`config.mk`:
```
export PLATFORM = sky130hd
export DESIGN_NAME = port_b
export DESIGN_NICKNAME = d
export VERILOG_FILES = /design/src/core/pin_level_port_pkg.sv /design/src/core/pin_sync.sv /design/src/core/axil_slave.sv /design/src/core/port_b.sv
export VERILOG_INCLUDE_DIRS = /design/src /design/src/core
export SDC_FILE = /design/constraint.sdc
export NUM_CORES = 1
export LEC_CHECK = 0
export ABC_AREA = 0
export BUFFER_PORTS_ARGS = -buffer_cell sky130_fd_sc_hd__buf_4
export CORE_ASPECT_RATIO = 2
export CORE_MARGIN = 2
export CORE_UTILIZATION = 45
export CTS_CLUSTER_DIAMETER = 40
export DETAILED_ROUTE_END_ITERATION = 16
export PLACE_DENSITY_LB_ADDON = 0.2
export RECOVER_POWER = 100
export SYNTH_ARGS = -nofsm -noshare
export SYNTH_HDL_FRONTEND = slang
export SYNTH_HIERARCHICAL = 1
export SYNTH_SLANG_ARGS = --single-unit
```
`constraint.sdc`:
```
create_clock -name MCLK_I -period 2 [get_ports MCLK_I]
set_input_delay 0.2 -clock MCLK_I [delete_from_list [all_inputs] [get_ports MCLK_I]]
set_output_delay 0.2 -clock MCLK_I [all_outputs]
set_load 0.01 [all_outputs]
```
`src/core/pin_level_port_defines.svh`:
```
// Offsets, field positions, reset values and masks of the port block
`ifndef PIN_LEVEL_PORT_DEFINES_SVH
`define PIN_LEVEL_PORT_DEFINES_SVH
`define ADDR_W          8
`define OFF_PORT        8'h00
`define OFF_LAT         8'h04
`define OFF_TRIS        8'h08
`define OFF_ICM         8'h0C
`define OFF_ICE         8'h10
`define OFF_ICX         8'h14
`define OFF_ADC         8'h18
`define OFF_CFG         8'h1C
`define OFF_CTL         8'h20
`define MASK_ICM        8'hFF
`define MASK_ICE        8'hF5
`define MASK_ICX        8'hDB
`define MASK_ADC        8'h3F
`define MASK_CTL        8'h01
`define RST_LAT         8'h00
`define RST_TRIS        8'hFF
`define RST_ICM         8'h00
`define RST_ICE         8'hF5
`define RST_ICX         8'h00
`define RST_CTL         8'h00
`define RST_ADC_ANALOG  8'h00
`define RST_ADC_DIGITAL 8'h07
`define PCFG_BASE       5'h0E
`define BIT_FLAG        0
`define BIT_IE          3
`define BIT_PRIO        0
`define BIT_PUDN        7
`define BIT_EDGE0       6
`define BIT_EDGE2       4
`define BIT_FAULT_EN    0
`define CH_PIN0         4'hC
`define CH_PIN1         4'hA
`define CH_PIN2         4'h8
`define CH_PIN3         4'h9
`define CH_PIN4         4'hB
`define PIN_CAP2        3
`define PIN_PGM         5
`define PIN_PGC         6
`define PIN_PGD         7
`define RESP_OKAY       2'b00
`define RESP_SLVERR     2'b10
`endif

```
`src/core/pin_level_port_pkg.sv`:
```
// Types shared by the port block
package pin_level_port_pkg;
  typedef logic [7:0] byte_t;
  typedef enum logic [1:0]
  {
    BOOT_SYNC0 = 2'b00,
    BOOT_SYNC1 = 2'b01,
    BOOT_SYNC2 = 2'b11,
    BOOT_DONE  = 2'b10
  } boot_state_t;
endpackage

```
`src/core/pin_sync.sv`:
```
// Two-flop synchroniser for asynchronous inputs
`timescale 1ns/1ps
module pin_sync
#(
  parameter int W = 8
)
(
  input  wire logic         clk_i,
  input  wire logic         rst_i,
  input  wire logic [W-1:0] d_i,
  output logic      [W-1:0] q_o
);
  logic [W-1:0] meta_q;

  // First stage is read only by the second stage
  always_ff @(posedge clk_i or posedge rst_i)
  begin
    if (rst_i)
    begin
      meta_q <= '0;
      q_o    <= '0;
    end
    else
    begin
      meta_q <= d_i;
      q_o    <= meta_q;
    end
  end
endmodule

```
`src/core/axil_slave.sv`:
```
// AXI4-Lite slave front end producing register read and write strobes
`timescale 1ns/1ps
`include "pin_level_port_defines.svh"
module axil_slave
  import pin_level_port_pkg::*;
(
  input  wire logic               clk_i,
  input  wire logic               rst_i,
  input  wire logic [`ADDR_W-1:0] awaddr_i,
  input  wire logic               awvalid_i,
  output logic                    awready_o,
  input  wire logic [31:0]        wdata_i,
  input  wire logic [3:0]         wstrb_i,
  input  wire logic               wvalid_i,
  output logic                    wready_o,
  output logic [1:0]              bresp_o,
  output logic                    bvalid_o,
  input  wire logic               bready_i,
  input  wire logic [`ADDR_W-1:0] araddr_i,
  input  wire logic               arvalid_i,
  output logic                    arready_o,
  output logic [31:0]             rdata_o,
  output logic [1:0]              rresp_o,
  output logic                    rvalid_o,
  input  wire logic               rready_i,
  output logic                    wr_o,
  output logic [`ADDR_W-1:0]      wr_addr_o,
  output byte_t                   wr_data_o,
  input  wire logic               wr_err_i,
  output logic                    rd_o,
  output logic [`ADDR_W-1:0]      rd_addr_o,
  input  wire byte_t              rd_data_i,
  input  wire logic               rd_err_i
);
  logic               aw_q, aw_d, w_q, w_d, bv_d, rv_d;
  logic [`ADDR_W-1:0] awa_q, awa_d;
  byte_t              wd_q, wd_d;
  logic               lane_q, lane_d;
  logic [1:0]         br_d, rr_d;
  logic [31:0]        rdat_d;

  assign awready_o = ~aw_q & ~bvalid_o;
  assign wready_o  = ~w_q & ~bvalid_o;
  assign arready_o = ~rvalid_o;
  // Write fires once both halves are held; lane 0 gates the byte
  assign wr_o      = aw_q & w_q & ~bvalid_o & lane_q;
  assign wr_addr_o = awa_q;
  assign wr_data_o = wd_q;
  assign rd_o      = arvalid_i & arready_o;
  assign rd_addr_o = araddr_i;

  always_comb
  begin
    aw_d   = aw_q;
    w_d    = w_q;
    awa_d  = awa_q;
    wd_d   = wd_q;
    lane_d = lane_q;
    bv_d   = bvalid_o;
    br_d   = bresp_o;
    rv_d   = rvalid_o;
    rr_d   = rresp_o;
    rdat_d = rdata_o;
    if (awvalid_i && awready_o)
    begin
      aw_d  = 1'b1;
      awa_d = awaddr_i;
    end
    if (wvalid_i && wready_o)
    begin
      w_d    = 1'b1;
      wd_d   = wdata_i[7:0];
      lane_d = wstrb_i[0];
    end
    if (aw_q && w_q && !bvalid_o)
    begin
      aw_d = 1'b0;
      w_d  = 1'b0;
      bv_d = 1'b1;
      br_d = wr_err_i ? `RESP_SLVERR : `RESP_OKAY;
    end
    else if (bvalid_o && bready_i)
      bv_d = 1'b0;
    if (rd_o)
    begin
      rv_d   = 1'b1;
      rr_d   = rd_err_i ? `RESP_SLVERR : `RESP_OKAY;
      rdat_d = {24'h00_0000, rd_data_i};
    end
    else if (rvalid_o && rready_i)
      rv_d = 1'b0;
  end

  always_ff @(posedge clk_i or posedge rst_i)
  begin
    if (rst_i)
    begin
      aw_q     <= 1'b0;
      w_q      <= 1'b0;
      awa_q    <= '0;
      wd_q     <= '0;
      lane_q   <= 1'b0;
      bvalid_o <= 1'b0;
      bresp_o  <= `RESP_OKAY;
      rvalid_o <= 1'b0;
      rresp_o  <= `RESP_OKAY;
      rdata_o  <= 32'h0000_0000;
    end
    else
    begin
      aw_q     <= aw_d;
      w_q      <= w_d;
      awa_q    <= awa_d;
      wd_q     <= wd_d;
      lane_q   <= lane_d;
      bvalid_o <= bv_d;
      bresp_o  <= br_d;
      rvalid_o <= rv_d;
      rresp_o  <= rr_d;
      rdata_o  <= rdat_d;
    end
  end
endmodule

```
`src/core/port_b.sv`:
```
// Eight-bit general-purpose port with pin multiplexing and change detect
//
// Our own choices: the AXI4-Lite interface to the registers and the register addresses.
`timescale 1ns/1ps
`include "pin_level_port_defines.svh"
module port_b
  import pin_level_port_pkg::*;
(
  input  wire logic               MCLK_I,
  input  wire logic               RESET_I,
  input  wire logic [`ADDR_W-1:0] AWADDR_I,
  input  wire logic               AWVALID_I,
  output logic                    AWREADY_O,
  input  wire logic [31:0]        WDATA_I,
  input  wire logic [3:0]         WSTRB_I,
  input  wire logic               WVALID_I,
  output logic                    WREADY_O,
  output logic [1:0]              BRESP_O,
  output logic                    BVALID_O,
  input  wire logic               BREADY_I,
  input  wire logic [`ADDR_W-1:0] ARADDR_I,
  input  wire logic               ARVALID_I,
  output logic                    ARREADY_O,
  output logic [31:0]             RDATA_O,
  output logic [1:0]              RRESP_O,
  output logic                    RVALID_O,
  input  wire logic               RREADY_I,
  input  wire logic [7:0]         PIN_I,
  output logic      [7:0]         PIN_O,
  output logic      [7:0]         PIN_OE_N_O,
  output logic      [7:0]         PULLUP_EN_O,
  output logic      [4:0]         ANALOG_SEL_O,
  input  wire logic               ANALOG_DEFAULT_CFG_I,
  input  wire logic               LOW_VOLT_PROG_CFG_I,
  input  wire logic               CAPTURE2_PIN_SELECT_CFG_I,
  input  wire logic               DEBUG_EN_I,
  input  wire logic               PROG_DATA_OUT_I,
  input  wire logic               PROG_DATA_DRIVE_I,
  output logic                    PROG_DATA_IN_O,
  output logic                    PROG_CLOCK_IN_O,
  output logic                    PROG_MODE_ENTRY_IN_O,
  input  wire logic               CAPTURE2_OUT_I,
  input  wire logic               CAPTURE2_OUT_EN_I,
  output logic                    CAPTURE2_IN_O,
  output logic [2:0]              EXT_IRQ_IN_O,
  output logic [2:0]              EXT_IRQ_EDGE_SEL_O,
  output logic                    PWM_FAULT_IN_O,
  output logic                    CHANGE_IRQ_O,
  output logic                    CHANGE_IRQ_PRIORITY_O
);
  byte_t              lat_q, lat_d, tris_q, tris_d;
  byte_t              icm_q, icm_d, ice_q, ice_d;
  byte_t              icx_q, icx_d, adc_q, adc_d, ctl_q, ctl_d;
  logic [3:0]         last_q, last_d;
  boot_state_t        boot_q, boot_d;
  logic [7:0]         pin_s;
  logic [2:0]         cfg_s;
  logic               wr, rd, wr_err, rd_err;
  logic [`ADDR_W-1:0] wr_addr, rd_addr;
  byte_t              wr_data, rd_data, port_val;
  logic [4:0]         analog;
  logic [7:0]         override, din, pu_on;
  logic               mismatch, low_volt_prog_cfg, cap2_here;

  // Analog channel n is active while the config field is at most base - n
  function automatic logic is_analog(input logic [3:0] field,
                                     input logic [3:0] ch);
    is_analog = ({1'b0, field} <= (`PCFG_BASE - {1'b0, ch}));
  endfunction

  function automatic logic is_mapped(input logic [`ADDR_W-1:0] a);
    case (a)
      `OFF_PORT, `OFF_LAT, `OFF_TRIS, `OFF_ICM, `OFF_ICE,
      `OFF_ICX, `OFF_ADC, `OFF_CFG, `OFF_CTL: is_mapped = 1'b1;
      default: is_mapped = 1'b0;
    endcase
  endfunction

  pin_sync
  #(
    .W (8)
  )
  u_pin_sync
  (
    .clk_i (MCLK_I),
    .rst_i (RESET_I),
    .d_i   (PIN_I),
    .q_o   (pin_s)
  );

  pin_sync
  #(
    .W (3)
  )
  u_cfg_sync
  (
    .clk_i (MCLK_I),
    .rst_i (RESET_I),
    .d_i   ({CAPTURE2_PIN_SELECT_CFG_I, LOW_VOLT_PROG_CFG_I,
             ANALOG_DEFAULT_CFG_I}),
    .q_o   (cfg_s)
  );

  axil_slave u_bus
  (
    .clk_i     (MCLK_I),
    .rst_i     (RESET_I),
    .awaddr_i  (AWADDR_I),
    .awvalid_i (AWVALID_I),
    .awready_o (AWREADY_O),
    .wdata_i   (WDATA_I),
    .wstrb_i   (WSTRB_I),
    .wvalid_i  (WVALID_I),
    .wready_o  (WREADY_O),
    .bresp_o   (BRESP_O),
    .bvalid_o  (BVALID_O),
    .bready_i  (BREADY_I),
    .araddr_i  (ARADDR_I),
    .arvalid_i (ARVALID_I),
    .arready_o (ARREADY_O),
    .rdata_o   (RDATA_O),
    .rresp_o   (RRESP_O),
    .rvalid_o  (RVALID_O),
    .rready_i  (RREADY_I),
    .wr_o      (wr),
    .wr_addr_o (wr_addr),
    .wr_data_o (wr_data),
    .wr_err_i  (wr_err),
    .rd_o      (rd),
    .rd_addr_o (rd_addr),
    .rd_data_i (rd_data),
    .rd_err_i  (rd_err)
  );

  assign wr_err = ~is_mapped(wr_addr);
  assign rd_err = ~is_mapped(rd_addr);

  // Straps are only trusted once boot has passed both sync stages
  assign low_volt_prog_cfg       = cfg_s[1] & (boot_q == BOOT_DONE);
  assign cap2_here = ~cfg_s[2] & (boot_q == BOOT_DONE);

  // Lower pins follow the converter field; upper pins are always digital
  always_comb
  begin
    analog[0] = is_analog(adc_q[3:0], `CH_PIN0);
    analog[1] = is_analog(adc_q[3:0], `CH_PIN1);
    analog[2] = is_analog(adc_q[3:0], `CH_PIN2);
    analog[3] = is_analog(adc_q[3:0], `CH_PIN3);
    analog[4] = is_analog(adc_q[3:0], `CH_PIN4);
  end

  // A claimed pin keeps only its programming role
  always_comb
  begin
    override = 8'h00;
    override[`PIN_PGM] = low_volt_prog_cfg;
    override[`PIN_PGC] = DEBUG_EN_I;
    override[`PIN_PGD] = DEBUG_EN_I;
  end

  always_comb
  begin
    din = pin_s & ~override;
    din[4:0] = pin_s[4:0] & ~analog;
    port_val = din;
    port_val[4:0] = din[4:0] & ~analog;
  end

  always_comb
  begin
    // Output path ignores analog selection on the lower pins
    PIN_O      = lat_q;
    PIN_OE_N_O = tris_q | override;
    if (cap2_here && CAPTURE2_OUT_EN_I && !tris_q[`PIN_CAP2])
      PIN_O[`PIN_CAP2] = CAPTURE2_OUT_I;
    PIN_O[`PIN_PGD]      = DEBUG_EN_I ? PROG_DATA_OUT_I : lat_q[`PIN_PGD];
    PIN_OE_N_O[`PIN_PGD] = DEBUG_EN_I ? ~PROG_DATA_DRIVE_I
                                      : tris_q[`PIN_PGD];
    // Outputs and claimed pins never pull up
    pu_on = {8{~ice_q[`BIT_PUDN]}} & tris_q & ~override;
    mismatch = |((din[7:4] ^ last_q) & tris_q[7:4]
                 & ~override[7:4]);
  end

  assign PULLUP_EN_O           = pu_on;
  assign ANALOG_SEL_O          = analog;
  assign EXT_IRQ_IN_O          = din[2:0];
  assign PWM_FAULT_IN_O        = ctl_q[`BIT_FAULT_EN] & tris_q[0]
                                 & din[0];
  assign EXT_IRQ_EDGE_SEL_O    = ice_q[`BIT_EDGE0:`BIT_EDGE2];
  assign CHANGE_IRQ_O          = icm_q[`BIT_FLAG] & icm_q[`BIT_IE];
  assign CHANGE_IRQ_PRIORITY_O = ice_q[`BIT_PRIO];
  assign PROG_MODE_ENTRY_IN_O  = low_volt_prog_cfg & pin_s[`PIN_PGM];
  assign PROG_CLOCK_IN_O       = DEBUG_EN_I & pin_s[`PIN_PGC];
  assign PROG_DATA_IN_O        = DEBUG_EN_I & pin_s[`PIN_PGD];
  assign CAPTURE2_IN_O         = cap2_here & tris_q[`PIN_CAP2]
                                 & din[`PIN_CAP2];

  always_comb
  begin
    case (rd_addr)
      `OFF_PORT: rd_data = port_val;
      `OFF_LAT:  rd_data = lat_q;
      `OFF_TRIS: rd_data = tris_q;
      `OFF_ICM:  rd_data = icm_q;
      `OFF_ICE:  rd_data = ice_q & `MASK_ICE;
      `OFF_ICX:  rd_data = icx_q & `MASK_ICX;
      `OFF_ADC:  rd_data = adc_q & `MASK_ADC;
      `OFF_CFG:  rd_data = {5'h00, cfg_s};
      `OFF_CTL:  rd_data = ctl_q & `MASK_CTL;
      // Unmapped offsets read as zero and answer with an error
      default:   rd_data = 8'h00;
    endcase
  end

  always_comb
  begin
    lat_d  = lat_q;
    tris_d = tris_q;
    icm_d  = icm_q;
    ice_d  = ice_q;
    icx_d  = icx_q;
    adc_d  = adc_q;
    ctl_d  = ctl_q;
    last_d = last_q;
    boot_d = boot_q;
    case (boot_q)
      BOOT_SYNC0: boot_d = BOOT_SYNC1;
      BOOT_SYNC1: boot_d = BOOT_SYNC2;
      // Strap reaches the second sync stage only at the second edge
      BOOT_SYNC2:
      begin
        boot_d = BOOT_DONE;
        adc_d  = cfg_s[0] ? `RST_ADC_ANALOG : `RST_ADC_DIGITAL;
      end
      BOOT_DONE:  boot_d = BOOT_DONE;
      default:    boot_d = BOOT_SYNC0;
    endcase
    // A port read or write ends the mismatch
    if ((rd && rd_addr == `OFF_PORT) || (wr && wr_addr == `OFF_PORT))
      last_d = din[7:4];
    // The strap view ignores writes; unmapped writes change nothing
    if (wr)
    begin
      case (wr_addr)
        `OFF_PORT: lat_d  = wr_data;
        `OFF_LAT:  lat_d  = wr_data;
        `OFF_TRIS: tris_d = wr_data;
        `OFF_ICM:  icm_d  = wr_data;
        `OFF_ICE:  ice_d  = wr_data & `MASK_ICE;
        `OFF_ICX:  icx_d  = wr_data & `MASK_ICX;
        `OFF_ADC:  adc_d  = wr_data & `MASK_ADC;
        `OFF_CTL:  ctl_d  = wr_data & `MASK_CTL;
        default:   lat_d  = lat_q;
      endcase
    end
    // Set wins over a software clear in the same cycle
    if (mismatch)
      icm_d[`BIT_FLAG] = 1'b1;
  end

  always_ff @(posedge MCLK_I or posedge RESET_I)
  begin
    if (RESET_I)
    begin
      lat_q  <= `RST_LAT;
      tris_q <= `RST_TRIS;
      icm_q  <= `RST_ICM;
      ice_q  <= `RST_ICE;
      icx_q  <= `RST_ICX;
      adc_q  <= `RST_ADC_DIGITAL;
      ctl_q  <= `RST_CTL;
      last_q <= 4'h0;
      boot_q <= BOOT_SYNC0;
    end
    else
    begin
      lat_q  <= lat_d;
      tris_q <= tris_d;
      icm_q  <= icm_d;
      ice_q  <= ice_d;
      icx_q  <= icx_d;
      adc_q  <= adc_d;
      ctl_q  <= ctl_d;
      last_q <= last_d;
      boot_q <= boot_d;
    end
  end
endmodule

```
==> results.md, run 1 <==
* Clk root buf: clkbuf_16
* Finished Layout Cells at 670
* Share of layout cells above drive strength 1 at between 30% and 40%
* Die footprint at 12,000 um2
* Setup CP Type: register to register
* Hold Crit Depth at 2
* Pwr dens at between 1000 and 1500 nW/um2
* Routed len/inst at ~19 um
* Width of the die at a little under 80 um
* Maximum vdd drop at 935.9 uV
* Final hold violations at 0
* Port bufs at about 100
* Vias in the first global route at between 3,000 and 4,000
* Pre-CTS setup slack at about 0.013 ns
* Seq pwr share at a little under half
* CP required at around 2.2 ns
* Synth-to-layout area growth at 22.81%
* Synth Register Bits at slightly above 100
* Start point of the critical path: u_bus/wr_addr_o[6]
* Hpwl dp at ~9300 um
* FF-to-FF path depth at 4
* Pins over their slew limit at 0
* Commonest non-fill, non-tap cell in the layout: dfrtp_1
* Ant diodes at 0
* Worst-margin pin slew at 1.178 ns
* Min Clock Period, post-route at a little under 2 ns
* Crit path largest cell delay at 0.59 ns
* Sequential cell area fraction in the yosys report at about half
* Starting Density at between 40% and 50%
* Clock sinks at a little over 100
* Top Ports at around 160
* Combinational Power Share at between 20% and 30%
* Row cnt at 54
* Vias/cell at slightly above 5
* R2r endpoint: icm_q[7]
* Most frequent cells in the layout: dfrtp_1 (84), buf_4 (71), mux2_2 (69)
* Outcome: completed
* Worst R2R Setup Slack at 0.04 ns
* ANT nets after route at 0
* GPL Wtd Cong at between 0.8 and 0.9
* Hold WC Path Type: primary input to register
* Core Area at about 11,000 um2
* DRT iter0 DRCs at roughly 230
* Unique masters post-synth at 52
* Setup crit end kind: register
* Synthesized area at ~5000 um2
* Main flop type after synthesis: dfrtp_1
* CTS tree: done
* Total wire length at approximately 13,000 um
* Max Freq at 0.5091 GHz
* CTS max path bufs at 2
* Initial antenna violation count at 0
* Sw frac at around 30%
* Pin count of the biggest net entering global routing at 50
* Worst Min Path Start: RREADY_I
* Reg2reg start: u_bus/wr_addr_o[6]
* Leakage at roughly 2.8 nW
* Worst Path Arrival at 2.19 ns
* Residual DRC at 0
* Final #Nets at 600
* RSZ-0062 raised after global routing: yes
* WHS Endpoint: u_bus/rvalid_o
* First-pass GRT wire length at between 15,000 and 20,000 um
* Clock Pin Slew Worst Setup and Hold Paths at ~0.07 ns
* Total grt overflow at 0
* Via total after detailed routing at around 3,400
* Pint at roughly 4.5 mW
* NetSw at between 1.5 and 2 mW
* CP max stage cell: or4_4
* Drt first pass iters at 4
* Total GRT Usage at between 20% and 30%
* TritonCTS Buffers at 9
* EDFF count, synth at 0
* Placed Cells at 642
* Mapped Cells at roughly 410
* Clock Skews at between 0.006 and 0.007 ns
* Post-route setup slack at around 0.036 ns
* Final TNS setup at 0 ns
* Setup violations, final at 0
* Worst slew margin at 21.47%
* Delay-heaviest family, CP: simple AND/OR/NAND/NOR gates
* Period utilization at slightly below 100%
* Crit-path cells: or4_4, nor4b_4, buf_12, mux2_2
* Syn_area_per_cell at approximately 12 um2
* H-tree Lvls at 3
* Post-CTS Setup Repair Bufs at 0
* CP max FO at 8
* Startpoint class of the critical path: register
* Max Cap Viol at 0
* Die Y at ~150 um
* Part of the power in the clock network at 32.3%
* Worst Path Buf+Inv at 1
* Yosys warnings at 6
* Worst skew pair latency at around 0.34 ns
* FFs w/ async S/R, synth at 100.0%
logic make-up after synthesis:
group	share of synthesized area (%)
XOR/XNOR	0.7021
buffers and inverters	10.28
AND/OR/NAND/NOR	11.61
other	0.07513
flip-flops	51.57
AO/OA/AOI/OAI	6.192
multiplexers	19.58
repair_timing:
item | 4_1_cts | 5_1_grt
resized for setup | 0 | 4
hold buffers | 12 | 0
hold endpoints to repair | 84 | 0
setup endpoints to repair | 0 | 21
power by group through the flow:
stage                     Combinational (mW)  Clock (mW)  Sequential (mW)
final                                   1.41        2.05             2.89
after global routing                    1.54        2.17             2.95
after CTS                               1.56        2.09             2.90
after detailed placement                1.53           0             2.94
after global placement                  1.50           0             2.92
after floorplan                         1.04           0             2.79
how the worst max path moves through the flow:
| stage | to | cells after the start | slack (ns) |
|---|---|---|---|
| after floorplan | u_bus/rdata_o[0] | 6 | 0.02 |
| after global placement | tris_q[4] | 6 | 0.04 |
| after detailed placement | tris_q[7] | 6 | 0.01 |
| after CTS | tris_q[7] | 6 | 0.003 |
| after global routing | ice_q[0] | 5 | -0.01 |
| final | icm_q[7] | 4 | 0.04 |
final cells by class:
class	count	area, um2
fillers	987	4748
flip-flops and latches	102	2575
multi-input cells	253	2009
repair buffers	144	958.4
clock buffers	10	239.0
well taps	140	175.2
clock inverters	6	116.4
inverters	15	56.30
worst register-to-register path, cell delays in order (launching register included):
cell,delay [ns]
dfrtp_1,0.40
or4_4,0.59
nor4b_4,0.33
buf_12,0.18
mux2_2,0.35
flip-flops by register name (all words and copies together), names as in the netlist, 2 cells and up:
name               cells
adc_q                  6
u_bus/wr_data_o        8
u_pin_sync/q_o         8
icm_q                  8
ice_q                  6
last_q                 4
u_bus/wr_addr_o        8
u_bus/rdata_o          8
u_pin_sync/meta_q      8
u_cfg_sync/meta_q      3
lat_q                  8
icx_q                  6
u_cfg_sync/q_o         3
boot_q                 2
tris_q                 8
cells in the mapped netlist (2+ instances only):
cell	number	share of area, %
a211oi_1	2	0.30
o21a_1	3	0.45
nand2b_1	4	0.50
a21oi_1	11	1.1
nor2b_1	13	1.6
nor3b_1	5	0.75
dfstp_2	17	8.9
xor2_1	2	0.35
or2_2	3	0.38
nor3_1	3	0.30
mux2i_1	11	2.2
and3_1	5	0.63
a32o_1	3	0.60
nand4_1	2	0.25
buf_2	5	0.50
nand2_1	19	1.4
nor4bb_1	2	0.40
and2_1	3	0.38
dfrtp_1	85	43
o21bai_1	2	0.30
nand3b_1	10	1.5
inv_1	15	1.1
mux4_2	4	1.8
a21o_1	2	0.30
xnor2_1	2	0.35
o21ai_0	12	1.2
a21boi_0	2	0.30
buf_4	52	7.8
clkbuf_1	7	0.53
o31ai_1	3	0.45
or4_4	2	0.45
mux2_2	69	16
nor4_1	2	0.25
nor2_1	11	0.83
per-layer routing:
metal	GRT usage [%]	wire, um
met5	0	0
met4	10.11	506
met3	3.601	562
met2	40.23	6847
met1	24.61	4605
through the flow:
step	utilization (%)	hold slack, ns	power, mW	area [um2]
after floorplan	-	-0.009041	3.839	5090
after global placement	53.70	0.1471	4.417	5842
after detailed placement	53.70	0.1548	4.473	5842
after CTS	58.07	0.01062	6.548	6317
after global routing	56.35	0.004510	6.659	6130
final	56.35	0.01844	6.347	6130
No activity file was read; power rests on OpenSTA's default activity.
==> inputs of run 2 (changes only) <==
- PLACE_DENSITY: not set -> 0.75
- PLACE_DENSITY_LB_ADDON: 0.2 -> not set
==> run 2 against run 1 <==
Die area stayed put. Critical path depth grew 2. Worst hold slack improved by 0.0046 ns. Final cell count shrank 0.30%. Flip-flop and latch count did not move. Setup slack better by 0.016 ns. Register-to-register slack improved by 0.02 ns. Clock skew down 0.0012 ns. Clock power down 6%. Global-route usage fell by 0.31 points. Critical path type unchanged. Critical endpoint is now tris_q[6].
==> results.md, run 2 (synthesized netlist as in run 1, its figures left out) <==
* Drt first pass iters at 4 (unchanged)
* Start point of the critical path: u_bus/wr_addr_o[7] (was u_bus/wr_addr_o[6])
* Reg2reg start: u_bus/wr_addr_o[7] (was u_bus/wr_addr_o[6])
* Setup CP Type: register to register (unchanged)
* Share of layout cells above drive strength 1 at 36.55% (was 37.17%)
* CP max stage cell: or4_4 (unchanged)
* Hpwl dp at 9198 um (was 9266 um)
* Pre-CTS setup slack at 0.01812 ns (was 0.01289 ns)
* Post-layout util at 56.25% (was 56.35%)
* Core Area at 10,880 um2 (unchanged)
* CTS tree: done (unchanged)
* Total grt overflow at 0 (unchanged)
* Setup violations, final at 0 (unchanged)
* Post-route setup slack at 0.05228 ns (was 0.03583 ns)
* Worst Min Path Start: RREADY_I (unchanged)
* Worst-margin pin slew at 1.254 ns (was 1.178 ns)
* DRT iter0 DRCs at 245 (was 225)
* Worst slew margin at 16.38% (was 21.47%)
* Post-Layout Inst Area at 6118 um2 (was 6130 um2)
* Row cnt at 54 (unchanged)
* Maximum vdd drop at 818.0 uV (was 935.9 uV)
* Port bufs at 104 (unchanged)
* Startpoint class of the critical path: register (unchanged)
* Die Y at 152.9 um (unchanged)
* Setup crit end kind: register (unchanged)
* Die footprint at 12,000 um2 (unchanged)
* Via total after detailed routing at 3,449 (was 3,436)
* Outcome: completed (unchanged)
* Post-DP Area at 5827 um2 (was 5842 um2)
* Width of the die at 78.47 um (unchanged)
* Ant diodes at 0 (unchanged)
* Residual DRC at 0 (unchanged)
* Min Clock Period, post-route at 1.948 ns (was 1.964 ns)
* Synth-to-layout area growth at 22.59% (was 22.81%)
* Vias/cell at 5.163 (was 5.128)
* GPL Wtd Cong at 0.9152 (was 0.8968)
* Max Cap Viol at 0 (unchanged)
* CP required at 2.27 ns (was 2.22 ns)
* Clk root buf: clkbuf_16 (unchanged)
* Top Ports at 158 (unchanged)
* RSZ-0062 raised after global routing: no (was yes)
* Final TNS setup at 0 ns (unchanged)
* Delay-heaviest family, CP: simple AND/OR/NAND/NOR gates (unchanged)
* Clock Skews at 0.005364 ns (was 0.006520 ns)
* Crit-path cells: or4_4, nor2_4, buf_4, and3_4, buf_6, mux2_2 (was or4_4, nor4b_4, buf_12, mux2_2)
* Worst Path Arrival at 2.22 ns (was 2.19 ns)
* Fin Hold WS at 0.02308 ns (was 0.01844 ns)
* Pin count of the biggest net entering global routing at 50 (unchanged)
* Vias in the first global route at 3,680 (was 3,604)
* Max Freq at 0.5134 GHz (was 0.5091 GHz)
* H-tree Lvls at 3 (unchanged)
* TritonCTS Buffers at 9 (unchanged)
* Period utilization at 97.39% (was 98.21%)
* ANT nets after route at 0 (unchanged)
* First-pass GRT wire length at 19,550 um (was 19,730 um)
* Hold WC Path Type: primary input to register (unchanged)
* Initial antenna violation count at 0 (unchanged)
* Final hold violations at 0 (unchanged)
* Starting Density at 45.88% (unchanged)
* Pins over their slew limit at 0 (unchanged)
* Leakage at 2.838 nW (was 2.837 nW)
* Pwr dens at 1015 nW/um2 (was 1035 nW/um2)
* Final #Nets at 598 (was 600)
* Clock Pin Slew Worst Setup and Hold Paths at 0.06 ns (was 0.07 ns)
* Total wire length at 12,230 um (was 12,520 um)
* Worst Path Buf+Inv at 2 (was 1)
* CP max FO at 5 (was 8)
* Commonest non-fill, non-tap cell in the layout: dfrtp_1 (unchanged)
* CTS max path bufs at 2 (unchanged)
* Most frequent cells in the layout: dfrtp_1 (84), buf_4 (71), mux2_2 (69) (unchanged)
* Crit path largest cell delay at 0.59 ns (about the same)
* Worst skew pair latency at 0.34 ns (about the same)
* Total GRT Usage at 21.76% (was 22.07%)
* Routed len/inst at 18.30 um (was 18.69 um)
* Clock sinks at 102 (unchanged)
==> run 2: changes by cell type in the layout (fill, tap and decap cells not counted), moves of 2 or more <==
cell	before	now
buf_6	0	2
clkbuf_1	44	42
clkbuf_4	10	12
clkbuf_8	1	3
dfstp_1	10	14
dfstp_2	7	3
inv_6	2	0
==> run 2: power breakdown <==
part           internal, mW  switching, mW  leakage [nW]
logic                 0.731          0.657          1.43
clock network          1.20          0.723         0.166
registers              2.47          0.435          1.24
total                  4.39           1.81          2.84
==> run 2: area by class of cell <==
class	count	area [um2]
Multi-Input combinational cell	253	2022
Fill cell	944	4760
Clock buffer	13	270.3
Timing Repair Buffer	142	954.7
Clock inverter	3	65.06
Inverter	15	56.30
Tap cell	140	175.2
Sequential cell	102	2575
==> run 2: metal layers <==
layer	share of wire [%]	GRT usage [%]	routed length [um]
met1	34	23.03	4214
met2	57	40.02	6981
met3	4.9	4.132	605
met4	3.5	11.03	425
met5	0	0	0
==> run 2: final timing paths <==
path / cells past startpoint / slack [ns] / end
max: 6 / 0.05 / tris_q[6]
min: 2 / 0.02 / u_bus/rvalid_o
max reg2reg: 6 / 0.05 / tris_q[6]
min reg2reg: 0 / 0.34 / u_pin_sync/q_o[5]
max in group asynchronous: 4 / 0.34 / boot_q[1]
min in group asynchronous: 3 / 0.34 / u_cfg_sync/q_o[2]
==> run 2: timing repair <==
| action | CTS | global route |
|---|---|---|
| setup endpoints to repair | 0 | 18 |
| hold buffers | 12 | 0 |
| resized for setup | 0 | 7 |
| hold endpoints to repair | 41 | 0 |
| setup buffers | 0 | 0 |
==> run 2: stage by stage <==
stage / total power, mW / cells
3_5_place_dp: 4.445 / 640
6_report: 6.209 / 668
5_1_grt: 6.538 / 668
4_1_cts: 6.383 / 668
2_1_floorplan: 3.839 / 436
3_3_place_gp: 4.378 / 640
==> inputs of run 3 (changes only) <==
- PLACE_DENSITY: 0.75 -> 0.72
- clock period: 2 -> 2.2 ns (I/O delays scaled with it)
==> run 3 against run 2 <==
Worst hold slack gained 0.019 ns. Final cell count shrank 0.60%. Critical path depth shrank 1. Sequential share of layout area grew 0.69 points. Wire length grew 0.71%.
==> results.md, run 3 (synthesized netlist as in run 1, its figures left out) <==
* Share of layout cells above drive strength 1 at 34.16% (was 36.55%)
* DRT iter0 DRCs at 184 (was 245)
* Final #Nets at 594 (was 598)
* Worst slew margin at 16.95% (was 16.38%)
* Startpoint class of the critical path: register (unchanged)
* Pin count of the biggest net entering global routing at 50 (unchanged)
* CTS max path bufs at 2 (unchanged)
* Most frequent cells in the layout: dfrtp_1 (85), mux2_2 (69), buf_4 (61) (was dfrtp_1 (84), buf_4 (71), mux2_2 (69))
* Ant diodes at 0 (unchanged)
* Post-cts sizing count at 0 (unchanged)
* Pwr dens at 943.2 nW/um2 (was 1015 nW/um2)
* ANT nets after route at 0 (unchanged)
* Leakage at 2.781 nW (was 2.838 nW)
* Min Clock Period, post-route at 2.102 ns (was 1.948 ns)
* Total grt overflow at 0 (unchanged)
* Power, Total at 5.675 mW (was 6.209 mW)
* NetSw at 1.654 mW (was 1.815 mW)
* Core Area at 10,880 um2 (unchanged)
* Setup crit end kind: register (unchanged)
* Width of the die at 78.47 um (unchanged)
* Residual DRC at 0 (unchanged)
* GPL Wtd Cong at 0.9262 (was 0.9152)
* Clock Pin Slew Worst Setup and Hold Paths at 0.07 ns (was 0.06 ns)
* First-pass GRT wire length at 19,450 um (was 19,550 um)
* Fill count at 993 (was 944)
* Total wire length at 12,310 um (was 12,230 um)
* Row cnt at 54 (unchanged)
* Port bufs at 104 (unchanged)
* Hpwl dp at 9277 um (was 9198 um)
* Clk root buf: clkbuf_16 (unchanged)
* Drt first pass iters at 4 (unchanged)
* Setup CP Type: register to register (unchanged)
* Final TNS setup at 0 ns (unchanged)
* Hold WC Path Type: primary input to register (unchanged)
* Post-DP Area at 5754 um2 (was 5827 um2)
* TritonCTS Buffers at 9 (unchanged)
* Max Freq at 0.4757 GHz (was 0.5134 GHz)
* Part of the power in the clock network at 32.1% (was 30.9%)
* Clock Skews at 0.007434 ns (was 0.005364 ns)
* Pint at 4.021 mW (was 4.394 mW)
* RSZ-0062 raised after global routing: no (unchanged)
* Post-Layout Inst Area at 6017 um2 (was 6118 um2)
* Period utilization at 95.55% (was 97.39%)
* Total GRT Usage at 21.76% (about the same)
* Vias/cell at 5.163 (about the same)
* Top Ports at 158 (unchanged)
* Die footprint at 12,000 um2 (unchanged)
* Starting Density at 45.88% (unchanged)
* Setup violations, final at 0 (unchanged)
* Vias in the first global route at 3,675 (was 3,680)
* Seq pwr share at 46.5% (was 46.7%)
* Combinational Power Share at 21.4% (was 22.4%)
* CP max FO at 6 (was 5)
* Maximum vdd drop at 807.4 uV (was 818.0 uV)
* Outcome: completed (unchanged)
* Worst Path Arrival at 2.37 ns (was 2.22 ns)
* CP required at 2.47 ns (was 2.27 ns)
* Fin Hold WS at 0.04160 ns (was 0.02308 ns)
* Sw frac at 29.15% (was 29.23%)
* Routed len/inst at 18.54 um (was 18.30 um)
* H-tree Lvls at 3 (unchanged)
* Max Cap Viol at 0 (unchanged)
* Die Y at 152.9 um (unchanged)
* Via total after detailed routing at 3,428 (was 3,449)
* Pins over their slew limit at 0 (unchanged)
* Synth-to-layout area growth at 20.56% (was 22.59%)
* Clock sinks at 102 (unchanged)
* Commonest non-fill, non-tap cell in the layout: dfrtp_1 (unchanged)
* CTS tree: done (unchanged)
* Initial antenna violation count at 0 (unchanged)
* Worst-margin pin slew at 1.246 ns (was 1.254 ns)
* Worst skew pair latency at 0.35 ns (was 0.34 ns)
* Final hold violations at 0 (unchanged)
run 3: cell types whose count changed in the layout (fill, tap and decap cells not counted), sizes merged:
cell      before  now
buf           74   61
bufinv         2    3
clkbuf        69   76
clkinvlp       0    1
run 3: worst paths after layout:
| check | slack, ns | from | depth (start not counted) | to |
|---|---|---|---|---|
| min in group asynchronous | 0.36 | RESET_I | 3 | u_cfg_sync/q_o[1] |
| max | 0.1 | u_bus/wr_addr_o[1] | 5 | ice_q[7] |
| max reg2reg | 0.1 | u_bus/wr_addr_o[1] | 5 | ice_q[7] |
| max in group asynchronous | 0.58 | RESET_I | 4 | adc_q[5] |
| min | 0.04 | RREADY_I | 2 | u_bus/rvalid_o |
| min reg2reg | 0.34 | u_pin_sync/meta_q[2] | 0 | u_pin_sync/q_o[2] |
run 3: layer usage:
metal / up-vias / global-route usage (%) / wire (um)
met4: 0 / 9.357 / 325
li1: 1566 / - / -
met5: - / 0 / 0
met1: 1729 / 22.86 / 4288
met3: 17 / 4.073 / 585
met2: 116 / 41.05 / 7114
run 3: per-stage QoR:
step	setup slack, ns	utilization [%]	instances
3_5_place_dp	0.07909	52.90	636
6_report	0.09782	55.31	664
2_1_floorplan	0.04287	-	436
3_3_place_gp	0.1784	52.90	636
4_1_cts	0.09881	57.21	664
5_1_grt	0.007321	55.31	664
run 3: what timing repair did:
action                                  in CTS  in global routing
endpoints found under the setup margin       0                  0
hold buffers                                12                  0
buffers inserted                             0                  0
endpoints found under the hold margin       33                  0
run 3: cell type report:
type	instances	area (um2)	area share, %
Clock inverter	5	106.4	1.768
Multi-Input combinational cell	253	1992	33.10
Tap cell	140	175.2	2.911
Sequential cell	102	2574	42.77
Inverter	15	56.30	0.9357
Timing Repair Buffer	138	870.8	14.47
Clock buffer	11	242.7	4.034
run 3: power by group through the flow:
stage,clock [mW],combinational (mW),sequential (mW)
2_1_floorplan,0,0.947,2.54
3_3_place_gp,0,1.30,2.66
3_5_place_dp,0,1.34,2.69
4_1_cts,1.86,1.36,2.66
5_1_grt,1.92,1.33,2.70
6_report,1.82,1.22,2.64
run 3: worst max-delay path, stage by stage (launching register included):
cell and delay [ns]:
dfrtp_1 0.40, or4_4 0.58, nor2_2 0.22, nor4bb_1 0.24, buf_4 0.24, mux2_2 0.35
